==> config.mk <==
export PLATFORM = sky130hd
export DESIGN_NAME = tpp_top
export DESIGN_NICKNAME = d
export VERILOG_FILES = /design/src/core/tpp_pin_sync.v /design/src/core/tpp_fsm.v /design/src/core/tpp_top.v
export VERILOG_INCLUDE_DIRS = /design/src /design/src/core
export SDC_FILE = /design/constraint.sdc
export NUM_CORES = 1
export LEC_CHECK = 0
export ABC_AREA = 1
export BUFFER_PORTS_ARGS = -buffer_cell sky130_fd_sc_hd__buf_2
export CAP_MARGIN = 10
export CORE_ASPECT_RATIO = 1.4
export CORE_MARGIN = 2
export CORE_UTILIZATION = 60
export CTS_CLUSTER_DIAMETER = 30
export CTS_CLUSTER_SIZE = 25
export DETAILED_ROUTE_END_ITERATION = 10
export PLACE_DENSITY = 0.77
export SYNTH_ARGS = -nofsm -noshare
export SYNTH_HDL_FRONTEND = slang
export SYNTH_SLANG_ARGS = --single-unit
==> constraint.sdc <==
create_clock -name sys_clk_i -period 3.4 [get_ports sys_clk_i]
set_input_delay 0 -clock sys_clk_i [delete_from_list [all_inputs] [get_ports sys_clk_i]]
set_output_delay 0 -clock sys_clk_i [all_outputs]
set_load 0.02 [all_outputs]
==> src/core/tpp_consts.vh <==
/*
 * Constants for the test access port programming block: controller state
 * codes, instruction codes, operation kinds and register widths.
 * Assumes inclusion by bare name from the core design files.
 */
`ifndef TPP_CONSTS_VH
`define TPP_CONSTS_VH

// Controller state codes
`define TPP_ST_RESET      4'h0
`define TPP_ST_IDLE       4'h1
`define TPP_ST_SEL_DR     4'h2
`define TPP_ST_CAP_DR     4'h3
`define TPP_ST_SHIFT_DR   4'h4
`define TPP_ST_EXIT1_DR   4'h5
`define TPP_ST_PAUSE_DR   4'h6
`define TPP_ST_EXIT2_DR   4'h7
`define TPP_ST_UPD_DR     4'h8
`define TPP_ST_SEL_IR     4'h9
`define TPP_ST_CAP_IR     4'hA
`define TPP_ST_SHIFT_IR   4'hB
`define TPP_ST_EXIT1_IR   4'hC
`define TPP_ST_PAUSE_IR   4'hD
`define TPP_ST_EXIT2_IR   4'hE
`define TPP_ST_UPD_IR     4'hF

// Instruction widths and codes
`define TPP_IR_W          8
`define TPP_ID_W          32
`define TPP_CFG_W         32
`define TPP_INS_IDCODE    8'h16
`define TPP_INS_BYPASS    8'hFF
`define TPP_INS_EXTEST    8'h00
`define TPP_INS_SAMPLE    8'h1C
`define TPP_INS_CFG_ADDR  8'h2B
`define TPP_INS_CFG_DATA  8'h2D
`define TPP_INS_CFG_ERASE 8'h29
`define TPP_INS_CFG_PROG  8'h2E
`define TPP_INS_CFG_VER   8'h28
`define TPP_INS_BULK_ERS  8'h03
`define TPP_INS_PLD_PROG  8'h07
`define TPP_INS_PLD_VER   8'h0A
`define TPP_INS_UES_PROG  8'h1A
`define TPP_INS_RESET_DEV 8'h22

// Operation kinds reported at the start of a deferred operation
`define TPP_OP_NONE       2'h0
`define TPP_OP_PROGRAM    2'h1
`define TPP_OP_ERASE      2'h2
`define TPP_OP_VERIFY     2'h3

// Address register width
`define TPP_ADDR_W        8

`endif

==> src/core/tpp_pin_sync.v <==
/*
 * Two-flop synchroniser for the test pins, followed by an edge finder on
 * the synchronised test clock.
 * Assumes pins are asynchronous to sys_clk_i, which is much faster than
 * the test clock.
 */
`timescale 1ns/100ps
module tpp_pin_sync (
	input  wire       sys_clk_i,
	input  wire       reset_n_i,
	input  wire       tck_i,
	input  wire       tms_i,
	input  wire       tdi_i,
	output reg        tms_o,
	output reg        tdi_o,
	output reg        rise_o,
	output reg        fall_o
);
	reg  [2:0] meta_reg;
	reg        tck_reg;
	reg        tck_d_reg;

	// Two-flop stages, then edge detection on the second stage only
	always @(posedge sys_clk_i or negedge reset_n_i) begin
		if (!reset_n_i) begin
			meta_reg  <= 3'h0;
			tck_reg   <= 1'b0;
			tms_o     <= 1'b1;
			tdi_o     <= 1'b0;
			tck_d_reg <= 1'b0;
			rise_o    <= 1'b0;
			fall_o    <= 1'b0;
		end else begin
			meta_reg  <= {tck_i, tms_i, tdi_i};
			tck_reg   <= meta_reg[2];
			tms_o     <= meta_reg[1];
			tdi_o     <= meta_reg[0];
			tck_d_reg <= tck_reg;
			rise_o    <= tck_reg & ~tck_d_reg;
			fall_o    <= ~tck_reg & tck_d_reg;
		end
	end
endmodule // tpp_pin_sync

==> src/core/tpp_fsm.v <==
/*
 * Sixteen-state test access controller, advanced once per test clock
 * rising edge.
 * Assumes step_i is a one-cycle pulse and tms_i is stable when it comes.
 */
`timescale 1ns/100ps
`include "tpp_consts.vh"
module tpp_fsm (
	input  wire       sys_clk_i,
	input  wire       reset_n_i,
	input  wire       step_i,
	input  wire       tms_i,
	output reg  [3:0] state_o
);
	reg [3:0] state_next;

	// Next state from tms level
	always @* begin
		case (state_o)
		`TPP_ST_RESET:    state_next = tms_i ? `TPP_ST_RESET : `TPP_ST_IDLE;
		`TPP_ST_IDLE:     state_next = tms_i ? `TPP_ST_SEL_DR : `TPP_ST_IDLE;
		`TPP_ST_SEL_DR:   state_next = tms_i ? `TPP_ST_SEL_IR : `TPP_ST_CAP_DR;
		`TPP_ST_CAP_DR:   state_next = tms_i ? `TPP_ST_EXIT1_DR
			: `TPP_ST_SHIFT_DR;
		`TPP_ST_SHIFT_DR: state_next = tms_i ? `TPP_ST_EXIT1_DR
			: `TPP_ST_SHIFT_DR;
		`TPP_ST_EXIT1_DR: state_next = tms_i ? `TPP_ST_UPD_DR
			: `TPP_ST_PAUSE_DR;
		`TPP_ST_PAUSE_DR: state_next = tms_i ? `TPP_ST_EXIT2_DR
			: `TPP_ST_PAUSE_DR;
		`TPP_ST_EXIT2_DR: state_next = tms_i ? `TPP_ST_UPD_DR
			: `TPP_ST_SHIFT_DR;
		`TPP_ST_UPD_DR:   state_next = tms_i ? `TPP_ST_SEL_DR : `TPP_ST_IDLE;
		`TPP_ST_SEL_IR:   state_next = tms_i ? `TPP_ST_RESET : `TPP_ST_CAP_IR;
		`TPP_ST_CAP_IR:   state_next = tms_i ? `TPP_ST_EXIT1_IR
			: `TPP_ST_SHIFT_IR;
		`TPP_ST_SHIFT_IR: state_next = tms_i ? `TPP_ST_EXIT1_IR
			: `TPP_ST_SHIFT_IR;
		`TPP_ST_EXIT1_IR: state_next = tms_i ? `TPP_ST_UPD_IR
			: `TPP_ST_PAUSE_IR;
		`TPP_ST_PAUSE_IR: state_next = tms_i ? `TPP_ST_EXIT2_IR
			: `TPP_ST_PAUSE_IR;
		`TPP_ST_EXIT2_IR: state_next = tms_i ? `TPP_ST_UPD_IR
			: `TPP_ST_SHIFT_IR;
		`TPP_ST_UPD_IR:   state_next = tms_i ? `TPP_ST_SEL_DR : `TPP_ST_IDLE;
		default:          state_next = `TPP_ST_RESET;
		endcase
	end

	// State register, steps only on test clock rise
	always @(posedge sys_clk_i or negedge reset_n_i) begin
		if (!reset_n_i)
			state_o <= `TPP_ST_RESET;
		else if (step_i)
			state_o <= state_next;
	end
endmodule // tpp_fsm

==> src/core/tpp_top.v <==
/*
 * Test access port used as the serial programming port: pin sampling,
 * controller, instruction register, identification, bypass, address and
 * configuration data paths, and dispatch of internal operations.
 * Assumes an external host drives the test clock, mode select and data
 * input, and that sys_clk_i runs at least eight times the test clock.
 */
// How it works
// - Sixteen-state controller steps on each test clock rise by mode select.
// - Data input and mode select are taken at the test clock rising edge.
// - Data output changes on the test clock falling edge.
// - Six states hold: reset, idle, shift and pause of both branches.
// - Mode select high for five clocks reaches reset from anywhere.
// - After power-on the controller sits in reset.
// - Leaving reset goes to idle.
// - Idle does nothing without a pending deferred instruction.
// - Data and instruction branches share one sequence, starting with capture.
// - Capture-DR loads the selected data register into the shift path.
// - Capture-IR always loads the identification instruction code.
// - Without another instruction the identification register is selected.
// - Capture goes to shift or exit1 by mode select.
// - Shift leaves through exit1, then to update or pause.
// - Pause holds the shift path unchanged.
// - Pause leaves through exit2 back to shift or on to update.
// - Program, erase, verify start on next entry to idle, unless reset comes first; here a pending one starts only when idle is entered from update-DR.
// - Other instructions act in the update state.
// - The updated instruction picks the data path and the operation.
// - Identification instruction is eight bits and selects the id register.
// - All-ones code selects a one-stage bypass register.
// - Thirty-two bit id register readable right after reset.
`timescale 1ns/100ps
`include "tpp_consts.vh"
module tpp_top #(
	parameter [31:0] ID_VALUE = 32'h0A5A5001 // Arbitrary identity value
) (
	input  wire                    sys_clk_i,
	input  wire                    reset_n_i,
	input  wire                    tck_i,
	input  wire                    tms_i,
	input  wire                    tdi_i,
	output reg                     tdo_o,
	output reg                     tdo_oe_o,
	output reg                     op_start_o,
	output reg  [1:0]              op_kind_o,
	output reg  [`TPP_IR_W-1:0]    op_instr_o,
	output reg  [`TPP_ADDR_W-1:0]  cfg_addr_o,
	output reg  [`TPP_CFG_W-1:0]   cfg_data_o,
	output reg                     dev_reset_o,
	output reg                     tlr_o
);
	wire                   tms_s;
	wire                   tdi_s;
	wire                   tck_rise;
	wire                   tck_fall;
	wire [3:0]             state;

	reg  [`TPP_IR_W-1:0]   ir_shift_reg;
	reg  [`TPP_IR_W-1:0]   ir_reg;
	reg  [`TPP_ID_W-1:0]   dr_shift_reg;
	reg                    bypass_reg;
	reg                    pend_reg;
	reg  [1:0]             pend_kind_reg;
	reg  [`TPP_ADDR_W-1:0] addr_reg;
	reg  [`TPP_CFG_W-1:0]  data_reg;
	reg                    serial_out;

	// Classify a deferred operation; other codes act at update
	function [1:0] op_class;
		input [`TPP_IR_W-1:0] code;
		begin
			case (code)
			`TPP_INS_CFG_PROG,
			`TPP_INS_PLD_PROG,
			`TPP_INS_UES_PROG:  op_class = `TPP_OP_PROGRAM;
			`TPP_INS_CFG_ERASE,
			`TPP_INS_BULK_ERS:  op_class = `TPP_OP_ERASE;
			`TPP_INS_CFG_VER,
			`TPP_INS_PLD_VER:   op_class = `TPP_OP_VERIFY;
			default:            op_class = `TPP_OP_NONE;
			endcase
		end
	endfunction

	// Data path selection from current instruction
	function [1:0] dr_sel;
		input [`TPP_IR_W-1:0] code;
		begin
			case (code)
			`TPP_INS_IDCODE:   dr_sel = 2'h1;
			`TPP_INS_CFG_ADDR: dr_sel = 2'h2;
			`TPP_INS_CFG_DATA: dr_sel = 2'h3;
			default:           dr_sel = 2'h0; // bypass, incl. 00 and sample
			endcase
		end
	endfunction

	// Pin sampling into the system clock domain
	tpp_pin_sync u_sync (
		.sys_clk_i (sys_clk_i),
		.reset_n_i (reset_n_i),
		.tck_i     (tck_i),
		.tms_i     (tms_i),
		.tdi_i     (tdi_i),
		.tms_o     (tms_s),
		.tdi_o     (tdi_s),
		.rise_o    (tck_rise),
		.fall_o    (tck_fall)
	);

	// Controller
	tpp_fsm u_fsm (
		.sys_clk_i (sys_clk_i),
		.reset_n_i (reset_n_i),
		.step_i    (tck_rise),
		.tms_i     (tms_s),
		.state_o   (state)
	);

	// Instruction register and its shift path
	always @(posedge sys_clk_i or negedge reset_n_i) begin
		if (!reset_n_i) begin
			ir_shift_reg <= `TPP_INS_IDCODE;
			ir_reg       <= `TPP_INS_IDCODE;
		end else if (tck_rise) begin
			case (state)
			`TPP_ST_RESET:
				ir_reg <= `TPP_INS_IDCODE;
			`TPP_ST_CAP_IR:
				ir_shift_reg <= `TPP_INS_IDCODE;
			`TPP_ST_SHIFT_IR:
				ir_shift_reg <= {tdi_s, ir_shift_reg[`TPP_IR_W-1:1]};
			`TPP_ST_UPD_IR:
				ir_reg <= ir_shift_reg;
			default:
				ir_shift_reg <= ir_shift_reg;
			endcase
		end
	end

	// Data shift path: capture, shift, update
	always @(posedge sys_clk_i or negedge reset_n_i) begin
		if (!reset_n_i) begin
			dr_shift_reg <= {`TPP_ID_W{1'b0}};
			bypass_reg   <= 1'b0;
			addr_reg     <= {`TPP_ADDR_W{1'b0}};
			data_reg     <= {`TPP_CFG_W{1'b0}};
		end else if (tck_rise) begin
			case (state)
			`TPP_ST_CAP_DR: begin
				bypass_reg <= 1'b0;
				case (dr_sel(ir_reg))
				2'h1: dr_shift_reg <= ID_VALUE;
				2'h2: dr_shift_reg <= {addr_reg,
					{(`TPP_ID_W-`TPP_ADDR_W){1'b0}}}; // Sits at the tap
				2'h3: dr_shift_reg <= data_reg;
				default: dr_shift_reg <= dr_shift_reg;
				endcase
			end
			`TPP_ST_SHIFT_DR: begin
				bypass_reg   <= tdi_s;
				dr_shift_reg <= {tdi_s, dr_shift_reg[`TPP_ID_W-1:1]};
			end
			`TPP_ST_UPD_DR: begin
				// address then data, committed later by program
				if (dr_sel(ir_reg) == 2'h2)
					addr_reg <= dr_shift_reg[`TPP_ID_W-1:
						`TPP_ID_W-`TPP_ADDR_W];
				if (dr_sel(ir_reg) == 2'h3)
					data_reg <= dr_shift_reg;
			end
			default: bypass_reg <= bypass_reg;
			endcase
		end
	end

	// Address shift is narrower: its bits arrive at the top of the path
	// Serial output source chosen by branch and instruction
	always @* begin
		if (state == `TPP_ST_SHIFT_IR)
			serial_out = ir_shift_reg[0];
		else if (dr_sel(ir_reg) == 2'h0)
			serial_out = bypass_reg;
		else if (dr_sel(ir_reg) == 2'h2)
			serial_out = dr_shift_reg[`TPP_ID_W-`TPP_ADDR_W];
		else
			serial_out = dr_shift_reg[0];
	end

	// Output pin updated on test clock fall, driven only while shifting
	always @(posedge sys_clk_i or negedge reset_n_i) begin
		if (!reset_n_i) begin
			tdo_o    <= 1'b1;
			tdo_oe_o <= 1'b0;
		end else if (tck_fall) begin
			tdo_o    <= serial_out;
			tdo_oe_o <= (state == `TPP_ST_SHIFT_DR) ||
				(state == `TPP_ST_SHIFT_IR);
		end
	end

	// Deferred operations and update-time instructions
	always @(posedge sys_clk_i or negedge reset_n_i) begin
		if (!reset_n_i) begin
			pend_reg      <= 1'b0;
			pend_kind_reg <= `TPP_OP_NONE;
			op_start_o    <= 1'b0;
			op_kind_o     <= `TPP_OP_NONE;
			op_instr_o    <= `TPP_INS_IDCODE;
			dev_reset_o   <= 1'b0;
			tlr_o         <= 1'b1;
			cfg_addr_o    <= {`TPP_ADDR_W{1'b0}};
			cfg_data_o    <= {`TPP_CFG_W{1'b0}};
		end else begin
			op_start_o  <= 1'b0;
			dev_reset_o <= 1'b0;
			cfg_addr_o  <= addr_reg;
			cfg_data_o  <= data_reg;
			if (tck_rise) begin
				tlr_o <= (state == `TPP_ST_RESET);
				if (state == `TPP_ST_RESET)
					pend_reg <= 1'b0;
				else if (state == `TPP_ST_UPD_IR) begin
					pend_kind_reg <= op_class(ir_shift_reg);
					// Kept only when idle is not entered straight away
					pend_reg <= (op_class(ir_shift_reg) != `TPP_OP_NONE) &&
						tms_s;
					if (ir_shift_reg == `TPP_INS_RESET_DEV)
						dev_reset_o <= 1'b1;
					// update straight into idle starts the new code
					if (!tms_s &&
						(op_class(ir_shift_reg) != `TPP_OP_NONE)) begin
						op_start_o <= 1'b1;
						op_kind_o  <= op_class(ir_shift_reg);
						op_instr_o <= ir_shift_reg;
					end
				end
				// entering idle from update-DR with a pending operation starts it
				if (pend_reg && !tms_s &&
					(state == `TPP_ST_UPD_DR)) begin
					pend_reg   <= 1'b0;
					op_start_o <= 1'b1;
					op_kind_o  <= pend_kind_reg;
					op_instr_o <= ir_reg;
				end
			end
		end
	end
endmodule // tpp_top

* Word level (Yosys, flattened, before mapping) *
Index checks and enable logic that the tools add are counted.

cells by class
  eq/ne operators = 34
  multipliers = 0
  $add $sub $neg = 0
  bitwise operators = 5
  mux-type cells = 53
  shifts and indexed selects = 0
  reductions and logical operators = 30
  order comparisons = 0
  div/mod/pow operators = 0

operator list
  operator              number
  $pmux W32 S3          1
  $pmux W32 S2          1
  $eq A8 B6 Y1 const B  6
  $pmux W4 S12          1
  $mux W2               17
  $eq A4 B4 Y1 const B  8
  $mux W8               4
  $pmux W8 S2           2
  $mux W1               18
  $eq A4 B3 Y1 const B  4
  $eq A8 B5 Y1 const B  2
  $mux W4               4
  $pmux W2 S3           2
  $reduce_and A3 Y1     4
  $reduce_bool A2 Y1    6
  $eq A2 B2 Y1 const B  5
  $eq A4 B2 Y1 const B  2
  $eq A8 B2 Y1 const B  1
  $eq A8 B3 Y1 const B  1
  $eq A8 B4 Y1 const B  1
  $reduce_and A2 Y1     4
  $reduce_or A2 Y1      4
  $mux W3               2
  $reduce_or A3 Y1      2
  14 further kinds      20

word-level totals
  memory bits (writable) = 0
  input port bits = 5
  register bits = 160
  word-level logic and storage cells = 147
  memories kept = 0
  bits in latches = 0
  bits in read-only memories = 0
  output and inout port bits = 55

* Depth between registers and ports, before layout *
Gate-level depths: netlist of the first run.

  depth in word-level cells = 13
  gate-level depth with buffers = 14
  mapped depth without buffers = 12

* Modules after synthesis *
A second synthesis of the first run with hierarchy kept.

unflattened totals
  cells, all modules = 727
  area, all modules = 6735.2 sq um

by module, submodules not included
  module        cells an instance  area an instance (sq um)  times used
  tpp_top       642                6069.6                    1
  tpp_fsm       72                 424.2                     1
  tpp_pin_sync  13                 241.5                     1

* Worst setup path before layout of the first run *
No wires, ideal clock.

  path kind = reg2reg
  start = register ir_reg[2]
  end = register dr_shift_reg[11]
  cell stages (with the launch flop) = 13
  arrival time = 2046 ps
  clock period less this slack = 2120 ps
  required time = 3326 ps
  setup time = 74 ps
  slack = 1280 ps
  cells stage by stage = dfstp_2 nand4_1 o21ai_0 nand2_1 inv_1 ha_1 buf_2 clkbuf_1 buf_2 nand3_1 o21ai_0 nand2_1 o21ai_2

on the way
  longest elaborated chain between the ends = 7

RTL lines
  what                                                      RTL line       RTL
  from (decl)                                               tpp_top.v:58   reg [`TPP_IR_W-1:0] ir_reg;
  from (signal assigned)                                    tpp_top.v:123  ir_reg <= `TPP_INS_IDCODE;
  from (signal assigned)                                    tpp_top.v:127  ir_reg <= `TPP_INS_IDCODE;
  from (signal assigned)                                    tpp_top.v:133  ir_reg <= ir_shift_reg;
  $eq A8 B6 Y1 / $eq A8 B5 Y1 (equally long branches)       tpp_top.v:88   case (code)
  $pmux W2 S3 (*)                                           tpp_top.v:88
  $mux W2 (*)                                               tpp_top.v:148  case (state)
  $mux W2 (*)                                               tpp_top.v:147  end else if (tck_rise) begin
  $eq A2 B2 Y1 / $eq A2 B1 Y1 (equally long branches)       tpp_top.v:151  case (dr_sel(ir_reg))
  $pmux W32 S3 / $ne A4 B4 Y1 (equally long branches)       n/a
  $pmux W32 S2 / $reduce_and A3 Y1 (equally long branches)  n/a
  to (signal assigned)                                      tpp_top.v:153  2'h2: dr_shift_reg <= {addr_reg,
  to (signal assigned)                                      tpp_top.v:155  2'h3: dr_shift_reg <= data_reg;
  to (signal assigned)                                      tpp_top.v:156  default: dr_shift_reg <= dr_shift_reg;
  to (decl)                                                 tpp_top.v:59   reg [`TPP_ID_W-1:0] dr_shift_reg;

Every way passes the cells marked *; elsewhere a longest branch is shown, timed or not. The select of a mux whose other input is x is not followed.
A chain may end at the register's enable or synchronous reset.

* Worst setup path after layout of the first run *
  start = register ir_reg[2]
  end = register data_reg[24]

on the way
  longest elaborated chain between the ends = 6

RTL lines
  what                                                 RTL line       RTL
  $eq A8 B6 Y1 / $eq A8 B5 Y1 (equally long branches)  tpp_top.v:88
  $pmux W2 S3 (*)                                      tpp_top.v:88
  $mux W2 (*)                                          tpp_top.v:148
  $mux W2 (*)                                          tpp_top.v:147
  $eq A2 B2 Y1 (*)                                     tpp_top.v:168  if (dr_sel(ir_reg) == 2'h3)
  $reduce_and A3 Y1 (no source line) (*)               n/a
  to (signal assigned)                                 tpp_top.v:146  data_reg <= {`TPP_CFG_W{1'b0}};
  to (signal assigned)                                 tpp_top.v:169  data_reg <= dr_shift_reg;
  to (decl)                                            tpp_top.v:64   reg [`TPP_CFG_W-1:0] data_reg;

Marks and branches as above.

==> results of run 1 <==
[cells in the mapped netlist, types with 2 or more instances]
master / number
nand2_1: 178
dfrtp_1: 148
o21ai_0: 94
inv_1: 70
nor2_1: 33
nand3_1: 30
o21ai_2: 29
dfstp_2: 12
nand4_1: 11
buf_2: 10
buf_6: 10
clkbuf_1: 10
o21ai_1: 10
o22ai_1: 10
inv_2: 9
nand2_2: 9
a22o_1: 8
a31oi_1: 5
a21oi_1: 4
a22oi_1: 3
ha_1: 3
nor2_2: 3
buf_1: 2
buf_4: 2
nand3_2: 2
nand3_4: 2
nor2_4: 2
nor4_1: 2
o2111ai_1: 2
[cell type report]
cell class                      count  area share
Multi-Input combinational cell    449       0.295
Sequential cell                   160       0.511
Inverter                           80      0.0388
Tap cell                          144      0.0229
Timing Repair Buffer               69      0.0492
Clock buffer                       23      0.0608
Clock inverter                      9      0.0228
[cell families after synthesis]
family | after synthesis | share of synthesized area
compound gates | 169 | 0.152
simple gates | 276 | 0.177
mux | 1 | 0.00164
flops | 160 | 0.584
fa+ha+maj | 3 | 0.00546
buf+inv | 115 | 0.0790
[report_power, final]
group | total, uW | internal, uW | switching [uW] | leakage (uW)
clock | 2090 | 1360 | 729 | 0.000314
sequential | 2170 | 2060 | 116 | 0.00215
combinational | 812 | 236 | 577 | 0.00139
total | 5080 | 3660 | 1420 | 0.00386
[stage by stage]
step / instance area (sq um) / setup slack (ns)
final: 7860 / 0.587
after global routing: 7860 / 0.286
after CTS: 7860 / 0.583
after detailed placement: 7170 / 0.645
after global placement: 7170 / 0.785
after floorplan: 6880 / 1.28
[how the worst min path moves through the flow]
stage | cells past startpoint | start | end
final | 2 | reset_n_i | op_start_o
after global routing | 2 | tms_i | u_sync.meta_reg[1]
after CTS | 2 | tms_i | u_sync.meta_reg[1]
after detailed placement | 1 | tms_i | u_sync.meta_reg[1]
after global placement | 1 | reset_n_i | u_sync.fall_o
after floorplan | 0 | reset_n_i | addr_reg[0]
[worst max-delay path, delay by kind of cell, from the launching register on]
family | cells | cell delay, ns
and+or+nand+nor | 4 | 1.18
AOI/OAI and AO/OA | 2 | 0.22
DFF | 1 | 0.55
buffers and inverters | 1 | 0.17
adders and majority gates | 1 | 0.51
[repair_timing]
action / CTS / global route
endpoints found under the hold margin: 83 / 0
hold buffers: 4 / 0
endpoints found under the setup margin: 0 / 0
[per-layer routing]
metal	global-route usage	up-vias	wire length, um
met4	0.120	0	556
met1	0.305	2527	5840
li1	-	2469	-
met5	0	-	0
met2	0.447	178	7780
met3	0.0608	51	672
[cells in the final DEF, fill, tap and decap left out, types with 3 or more instances in the layout]
| master | synthesis | routed |
|---|---|---|
| a21oi_1 | 4 | 4 |
| o21ai_0 | 94 | 94 |
| o21ai_2 | 29 | 29 |
| a22o_1 | 8 | 8 |
| nand2_2 | 9 | 9 |
| a31oi_1 | 5 | 5 |
| nor2_2 | 3 | 3 |
| clkbuf_16 | 0 | 17 |
| nand2_1 | 178 | 178 |
| o22ai_1 | 10 | 10 |
| nand4_1 | 11 | 11 |
| inv_1 | 70 | 70 |
| clkbuf_8 | 0 | 3 |
| dfrtp_1 | 148 | 148 |
| buf_2 | 10 | 58 |
| o21ai_1 | 10 | 10 |
| ha_1 | 3 | 3 |
| nor2_1 | 33 | 33 |
| dfstp_2 | 12 | 12 |
| clkbuf_1 | 10 | 3 |
| bufinv_16 | 0 | 5 |
| a22oi_1 | 3 | 3 |
| buf_4 | 2 | 6 |
| dlygate4sd3_1 | 0 | 4 |
| nand3_1 | 30 | 30 |
| inv_2 | 9 | 9 |
==> impl_metrics.csv, run 1 <==
group,metric,value,unit
outcome,outcome,"finished clean",
routing,wl_per_cell,15.9,um
power,p_leak,0.00386,uW
setup_path,r2r-start,"ir_reg[2]",
timing,fin_tns_setup,0,ns
finish,area.sequential,4020,sq um
synth,ys_top_cells_by_area,"dfrtp_1, nand2_1, o21ai_0",
place,portBuffers,59,
timing,max_freq,0.355,GHz
clocking,h-tree-depth,4,
synth,yosys.cell_types.count,40,
synth,synth_seq_area_share,0.584,
routing,vias,5225,
finish,final_util,0.697,
run,maxCapViolCount,0,
power,powerDensity,646,nW/um^2
clocking,root_buffer,"clkbuf_16",
power,power,5080,uW
global_routing,antenna_found_initial,0,
routing,viasPerCell,5.59,
setup_path,crit_start,"ir_reg[2]",
setup_path,crit_type,"register to register",
die,fp-row-count,46,
finish,fillers,848,
synth,synth_warnings,0,
synth,yosysTopAreaCellShare,0.538,
clocking,numCtsBuffers,17,
global_routing,grt_max_degree,91,
synth,yosys.area.top_type,"dfrtp_1",
synth,synthFlopType,"dfrtp_1",
synth,syn_avg_cell_area,9.50,sq um
global_routing,grtUsageTotal,0.258,
timing,fin_crit,2.81,ns
finish,drive_gt1_frac,0.214,
setup_path,crit_slowest_cell,"nand3_4",
setup_path,worstPathArrival,3.08,ns
finish,antenna_cells,0,
routing,drtAntennaViolNets,0,
die,die-area,12300,sq um
timing,relSlewSlack,0.472,
clocking,clk_path_buf_depth,2,
synth,syn-num-nets,732,
timing,worst_pin_slew,0.789,ns
finish,instances_no_fill,934,
clocking,clk_pin_slew,0.06,ns
timing,fin_crit_sh,0.827,
clocking,postCtsSetupBuffers,0,
place,dpl.cell_count,898,
die,die_w,94.5,um
die,core_region_area,11300,sq um
clocking,cts_tree,"done",
synth,synth_edf_count,0,
power,vdd_drop_max,0.381,mV
global_routing,grt_pass1_vias,5164,
synth,syn_inst,724,
routing,drtPass1Iterations,5,
synth,ys_seq_elements,160,
routing,wl,14.9,mm
die,io_pins,60,
clocking,cts.repair.resized,0,
setup_path,r2r-end,"data_reg[24]",
timing,drv_slew,0,
finish,fin_nets,785,
timing,setup_viol,0,
routing,drc,0,
timing,rsz0062_at_grt,"false",
hold_path,hp-class,"input pin to async pin",
clocking,cts_sinks,160,
setup_path,cp_max_fo,64,
finish,area_growth,14.3,%
global_routing,grt_remaining_overflow,0,
place,dp_hpwl,9.59,mm
timing,finalHoldViolations,0,
setup_path,rrSetupSlack,0.59,ns
finish,multi_input_area,2320,sq um
die,die_y,131,um
synth,netlist_area,6880,sq um
setup_path,required,3.66,ns
setup_path,critical_path.cell_chain,"nand4_1, o21ai_0, nand2_1, inv_1, ha_1, nand3_4, nand2_1, o21ai_0",
routing,drtIter0Drc,382,
setup_path,ff2ff_path_depth,8,
timing,fin_skew,0.0111,ns
synth,synthArstFlopShare,1.00,
setup_path,end_kind,"register",
setup_path,slowest_delay,0.61,ns
clocking,insertion_delay,0.43,ns
setup_path,crit_path_start_kind,"register",
setup_path,endpoint,"data_reg[24]",
place,gp_congestion,0.950,
global_routing,grt_pass1_wl,24.6,mm
timing,worst_hold_slack,0.206,ns
die,initial_core_util,0.610,
Note: power is estimated with default switching activity, not from simulation.
==> run 2, diff against run 1 <==
--- a/config.mk
+++ b/config.mk
@@ -11,11 +11,11 @@
 export CAP_MARGIN = 10
 export CORE_ASPECT_RATIO = 1.4
 export CORE_MARGIN = 2
-export CORE_UTILIZATION = 60
+export CORE_UTILIZATION = 59
 export CTS_CLUSTER_DIAMETER = 30
 export CTS_CLUSTER_SIZE = 25
 export DETAILED_ROUTE_END_ITERATION = 10
-export PLACE_DENSITY = 0.77
+export PLACE_DENSITY = 0.76
 export SYNTH_ARGS = -nofsm -noshare
 export SYNTH_HDL_FRONTEND = slang
 export SYNTH_SLANG_ARGS = --single-unit
==> constraint.sdc (replaced) <==
create_clock -name sys_clk_i -period 2.72 [get_ports sys_clk_i]
set_input_delay 0 -clock sys_clk_i [delete_from_list [all_inputs] [get_ports sys_clk_i]]
set_output_delay 0 -clock sys_clk_i [all_outputs]
set_load 0.02 [all_outputs]
==> run 2 against run 1 <==
Compared with the run above:
- clock skew shrank 0.0026 ns
- global-route usage shrank 1.1 points
- die area grew 1.6%
- cell area shrank 0.29%
- fmax grew 13%
- power grew 20%
- worst hold slack lost 0.0025 ns
- flip-flop and latch count is the same
- register-to-register slack lost 0.35 ns
==> impl_metrics.csv, run 2 (synthesized netlist as in run 1, its figures left out) <==
group,metric,value,unit
timing,setup_viol,0,
timing,setup_ws,0.236,ns
finish,fin_nets,787,
timing,max_freq,0.403,GHz
finish,area_growth,14.0,%
routing,drtAntennaViolNets,0,
setup_path,crit_type,"register to register",
finish,final_cell_mix,"nand2_1, dfrtp_1, o21ai_0, inv_1, buf_2",
power,p_seq_frac,0.445,
finish,drive_gt1_frac,0.216,
clocking,h-tree-depth,4,
routing,wl,14.7,mm
place,portBuffers,59,
place,gp_congestion,0.982,
routing,viasPerCell,5.64,
hold_path,hp-class,"input pin to async pin",
power,p_leak,0.00384,uW
timing,drv_slew,0,
timing,worst_hold_slack,0.204,ns
global_routing,antenna_found_initial,0,
global_routing,grtUsageTotal,0.247,
timing,relSlewSlack,0.471,
timing,rsz0062_at_grt,"false",
clocking,numCtsBuffers,17,
place,dpl_cell_area,7210,sq um
clocking,cts_tree,"done",
finish,multi_input_area,2320,sq um
die,core_region_area,11300,sq um
global_routing,grt_pass1_vias,5168,
global_routing,grt_pass1_wl,24.4,mm
clocking,cts_sinks,160,
clocking,insertion_delay,0.42,ns
timing,fin_crit,2.48,ns
setup_path,required,3.06,ns
timing,fin_tns_setup,0,ns
setup_path,crit_path_start_kind,"register",
power,power_switching,1800,uW
power,p_clk_frac,0.392,
power,p_int,4310,uW
global_routing,grt_remaining_overflow,0,
setup_path,r2r-end,"dr_shift_reg[17]",
die,initial_core_util,0.607,
routing,drtIter0Drc,445,
setup_path,worstPathArrival,2.83,ns
timing,finalHoldViolations,0,
die,die_w,95.3,um
finish,design_area,7840,sq um
power,p_sw_frac,0.294,
setup_path,cp_max_fo,17,
routing,vias,5269,
setup_path,cp_common_cell,"nand2_1",
place,dp_hpwl,9.62,mm
die,die_y,132,um
die,fp-row-count,46,
setup_path,critical_path.cell_chain,"inv_1, nand4_1, nor4_1, a31oi_1, inv_1, ha_1, buf_4, or2_2, nand2_1, nand2_1, o21ai_0, nand2_1, o21ai_2",
die,io_pins,60,
clocking,root_buffer,"clkbuf_16",
setup_path,slowest_delay,0.53,ns
setup_path,rrSetupSlack,0.24,ns
finish,area.sequential,4020,sq um
timing,fin_skew,0.00850,ns
power,vdd_drop_max,0.450,mV
timing,fin_crit_sh,0.913,
die,die-area,12500,sq um
setup_path,crit_slowest_cell,"dfstp_2",
global_routing,grt_max_degree,86,
place,place_ws,0.308,ns
clocking,cts.repair.resized,0,
finish,antenna_cells,0,
timing,worst_pin_slew,0.791,ns
finish,fillers,832,
power,powerDensity,779,nW/um^2
routing,wl_per_cell,15.8,um
outcome,outcome,"finished clean",
routing,drc,0,
clocking,clk_pin_slew,0.06,ns
setup_path,end_kind,"register",
run,maxCapViolCount,0,
clocking,clk_path_buf_depth,2,
routing,drtPass1Iterations,5,
finish,final_common_cell,"nand2_1",
setup_path,r2r-start,"ir_reg[1]",
finish,final_util,0.692,
setup_path,ff2ff_path_depth,13,
power,pwr-share-comb,0.164,
==> run 2: cell types whose count changed in the layout (fill, tap and decap cells not counted), sizes merged <==
| cell | before | now |
|---|---|---|
| clkinv | 2 | 1 |
| inv | 80 | 82 |
| clkinvlp | 2 | 6 |
| buf | 65 | 67 |
| clkbuf | 23 | 19 |
| bufinv | 5 | 3 |
==> run 2: worst max-delay path by stage <==
stage                         start                to  slack, ns  cells past startpoint
after detailed placement  ir_reg[1]  dr_shift_reg[22]       0.31                     13
after global placement    ir_reg[1]   dr_shift_reg[0]       0.40                     13
after CTS                 ir_reg[1]  dr_shift_reg[17]       0.23                     13
after global routing      ir_reg[1]  dr_shift_reg[19]       0.09                     13
final                     ir_reg[1]  dr_shift_reg[17]       0.24                     13
after floorplan           ir_reg[2]  dr_shift_reg[11]       0.60                     12
==> run 2: layout make-up <==
class                      count  area share
inverter                      80      0.0389
sequential                   160       0.513
timing repair buffer          71      0.0544
clock buffer                  19      0.0552
multi-input combinational    449       0.295
tap                          144      0.0230
clock inverter                12      0.0206
==> run 2: per-layer routing <==
metal	part of all wire	vias to the layer above	wire length, um	track usage
li1	-	2477	-	-
met1	0.39	2554	5720	0.300
met2	0.54	197	7950	0.422
met3	0.045	41	667	0.0463
met4	0.027	0	403	0.110
met5	0	-	0	0
==> run 2: worst max-delay path: cells and delay by family (launching register included) <==
family / cells / cell delay [ns]
adder cells (fa/ha/maj): 1 / 0.28
AND/OR/NAND/NOR: 6 / 0.76
buffers and inverters: 3 / 0.37
flip-flops: 1 / 0.53
AO/OA/AOI/OAI: 3 / 0.46
==> run 2: what timing repair did <==
action	4_1_cts	5_1_grt
hold endpoints to repair	76	0
buffers inserted	0	0
hold buffers	4	0
==> run 2: stage by stage <==
step	total power, uW	std cells
after floorplan	3520	724
after global placement	3680	900
after detailed placement	3730	900
after CTS	6120	935
after global routing	6380	935
final	6110	935
==> run 2: power groups by stage <==
stage	clock network, uW	logic, uW	registers (uW)
final	2390	999	2720
after global routing	2530	1120	2730
after detailed placement	0	977	2750
after floorplan	0	802	2720
after global placement	0	938	2740
after CTS	2420	994	2710
==> run 3, diff against run 2 <==
--- a/config.mk
+++ b/config.mk
@@ -6,7 +6,6 @@
 export SDC_FILE = /design/constraint.sdc
 export NUM_CORES = 1
 export LEC_CHECK = 0
-export ABC_AREA = 1
 export BUFFER_PORTS_ARGS = -buffer_cell sky130_fd_sc_hd__buf_2
 export CAP_MARGIN = 10
 export CORE_ASPECT_RATIO = 1.4
==> constraint.sdc (replaced) <==
create_clock -name sys_clk_i -period 2.31 [get_ports sys_clk_i]
set_input_delay 0 -clock sys_clk_i [delete_from_list [all_inputs] [get_ports sys_clk_i]]
set_output_delay 0 -clock sys_clk_i [all_outputs]
set_load 0.02 [all_outputs]
==> run 3 against run 2 <==
Compared with the run above:
- area after synthesis is 2.5% lower
- largest cell class unchanged
- wire length fell by 2.2%
- clock power rose by 13%
- worst hold slack worse by 0.11 ns
- critical path depth fell by 5
- cell area up 1.6%
- first-iteration DRC count decreased by 41%
- synthesized cell count down 21%
- setup slack worse by 0.13 ns
- core utilization up 1.9 points
==> impl_metrics.csv, run 3 <==
group,metric,value,unit
synth,yosys.cell_types.count,55,
synth,ys_top_cells_by_area,"dfrtp_1, mux2_2, dfstp_2",
place,dpl.cell_count,754,
hold_path,hp-class,"input pin to async pin",
finish,antenna_cells,0,
setup_path,required,2.66,ns
outcome,outcome,"finished clean",
global_routing,use_met3,0.0502,
routing,vias,4783,
clocking,cts_sinks,160,
timing,finalHoldViolations,0,
global_routing,antenna_found_initial,0,
place,portBuffers,59,
global_routing,grt_max_degree,80,
clocking,root_buffer,"clkbuf_16",
finish,fillers,785,
routing,drtPass1Iterations,5,
routing,drtAntennaViolNets,0,
routing,drc,0,
synth,yosysMostFrequentCell,"dfrtp_1",
die,die-area,12300,sq um
synth,yosysTopAreaCellShare,0.552,
timing,fin_skew,0.00807,ns
place,place_ws,-0.00595,ns
die,die_w,94.1,um
setup_path,worstPathArrival,2.55,ns
global_routing,busiest_layer,"met2",
timing,relSlewSlack,0.601,
finish,drive_gt1_frac,0.336,
die,core_region_area,11200,sq um
finish,fin_nets,647,
run,maxCapViolCount,0,
place,dpl_cell_area,7200,sq um
timing,fin_crit,2.20,ns
synth,netlist_area,6710,sq um
timing,drv_slew,0,
synth,syn-num-nets,579,
synth,synth_warnings,0,
setup_path,crit_type,"register to register",
finish,design_area,7970,sq um
synth,yosys.area.top_type,"dfrtp_1",
die,fp-row-count,46,
synth,synthFlopType,"dfrtp_1",
timing,max_freq,0.454,GHz
clocking,clk_pin_slew,0.06,ns
place,gp_congestion,0.853,
die,io_pins,60,
synth,syn_inst,571,
setup_path,cp_max_fo,26,
routing,drtIter0Drc,262,
global_routing,use_met2,0.418,
setup_path,end_kind,"register",
clocking,h-tree-depth,4,
finish,instances_no_fill,796,
power,p_leak,0.00389,uW
clocking,cts_tree,"done",
clocking,numCtsBuffers,17,
synth,syn_avg_cell_area,11.7,sq um
routing,wl,14.4,mm
power,vdd_drop_max,0.607,mV
power,power,7890,uW
global_routing,grtUsageTotal,0.239,
synth,synth_commonest_cells,"dfrtp_1, nand2_1, a21oi_1",
finish,final_cell_mix,"dfrtp_1, nand2_1, buf_2, a21oi_1, mux2_2",
synth,synth_edf_count,0,
finish,area_growth,18.8,%
timing,fin_crit_sh,0.954,
routing,wl_per_cell,18.1,um
timing,setup_ws,0.106,ns
global_routing,grt_remaining_overflow,0,
timing,worst_pin_slew,0.594,ns
die,initial_core_util,0.598,
clocking,clk_path_buf_depth,2,
synth,ys_seq_elements,160,
routing,viasPerCell,6.01,
die,die_y,130,um
place,dp_hpwl,8.76,mm
global_routing,grt_use_met1,0.291,
global_routing,grt_pass1_wl,22.9,mm
finish,final_common_cell,"dfrtp_1",
synth,synth_seq_area_share,0.599,
clocking,insertion_delay,0.42,ns
synth,synthArstFlopShare,1.00,
timing,setup_viol,0,
power,powerDensity,990,nW/um^2
global_routing,grt_pass1_vias,4683,
setup_path,crit_path_start_kind,"register",
## run 3: changes by cell type after synthesis, sizes merged, moves of 11 or more
| cell | delta |
|---|---|
| nor2b | +12 |
| mux2 | +40 |
| and3 | +20 |
| nand3 | -29 |
| a22oi | +11 |
| clkbuf | +15 |
| a21oi | +42 |
| o21ai | -83 |
| nand2 | -126 |
| inv | -71 |
## run 3: metal layers
metal / routed length, um / vias to the layer above / part of all wire
met5: 0 / - / 0
met4: 229 / 0 / 0.016
met3: 580 / 25 / 0.040
met2: 7750 / 152 / 0.54
met1: 5850 / 2436 / 0.41
li1: - / 2170 / -
## run 3: cell families (layout without fill, tap and decap cells)
logic type	count (synthesis)	in the layout	share of synthesized area
compound gates	154	154	0.162
simple gates	158	158	0.119
buf+inv	50	131	0.0384
mux	44	44	0.0733
fa+ha+maj	3	3	0.00560
flops	160	160	0.599
xor+xnor	2	2	0.00261
## run 3: final timing paths
kind	start	to	slack, ns	cells after the start
min in group sys_clk_i	tms_i	u_sync.meta_reg[1]	0.22	2
worst min register to register	u_sync.meta_reg[2]	u_sync.tck_reg	0.35	0
worst max register to register	ir_reg[1]	dr_shift_reg[12]	0.11	8
worst max-delay path	ir_reg[1]	dr_shift_reg[12]	0.11	8
worst min-delay path	reset_n_i	cfg_data_o[22]	0.09	2
max in group asynchronous	reset_n_i	u_sync.tms_o	1.38	3
## run 3: area by class of cell
class	instances	area, sq um	area share
repair buffers	90	647	0.0812
inverters	9	33.8	0.00424
well taps	144	180	0.0226
clock buffers	21	470	0.0590
flip-flops and latches	160	4020	0.504
clock inverters	11	105	0.0132
multi-input cells	361	2510	0.316
## run 3: timing repair
action                     CTS  global route
pin swaps                    0             2
buffers inserted             0             3
setup endpoints to repair    6            71
cloned                       0             3
resized for setup            3            15
hold buffers                 4             0
hold endpoints to repair    51             0
## run 3: metrics by stage
| stage | utilization | hold slack [ns] | setup TNS [ns] |
|---|---|---|---|
| 2_1_floorplan | - | -0.296 | 0 |
| 3_3_place_gp | 0.642 | -0.0410 | 0 |
| 3_5_place_dp | 0.642 | -0.0296 | -0.0127 |
| 4_1_cts | 0.697 | 0.101 | 0 |
| 5_1_grt | 0.710 | 0.130 | -0.112 |
| 6_report | 0.710 | 0.0938 | 0 |
## run 3: power by group
part           total (uW)  leakage, uW  switching (uW)  internal [uW]
Combinational        1720      0.00147            1010            706
Clock                2700     0.000272            1120           1570
Sequential           3470      0.00215             370           3100
## run 3: worst max-delay path: stages (launching register included)
cell,delay (ns)
dfstp_2,0.60
xnor2_2,0.11
nor4_4,0.36
ha_4,0.26
o311ai_4,0.26
buf_4,0.18
clkbuf_16,0.20
nand2_1,0.10
o21ai_2,0.06
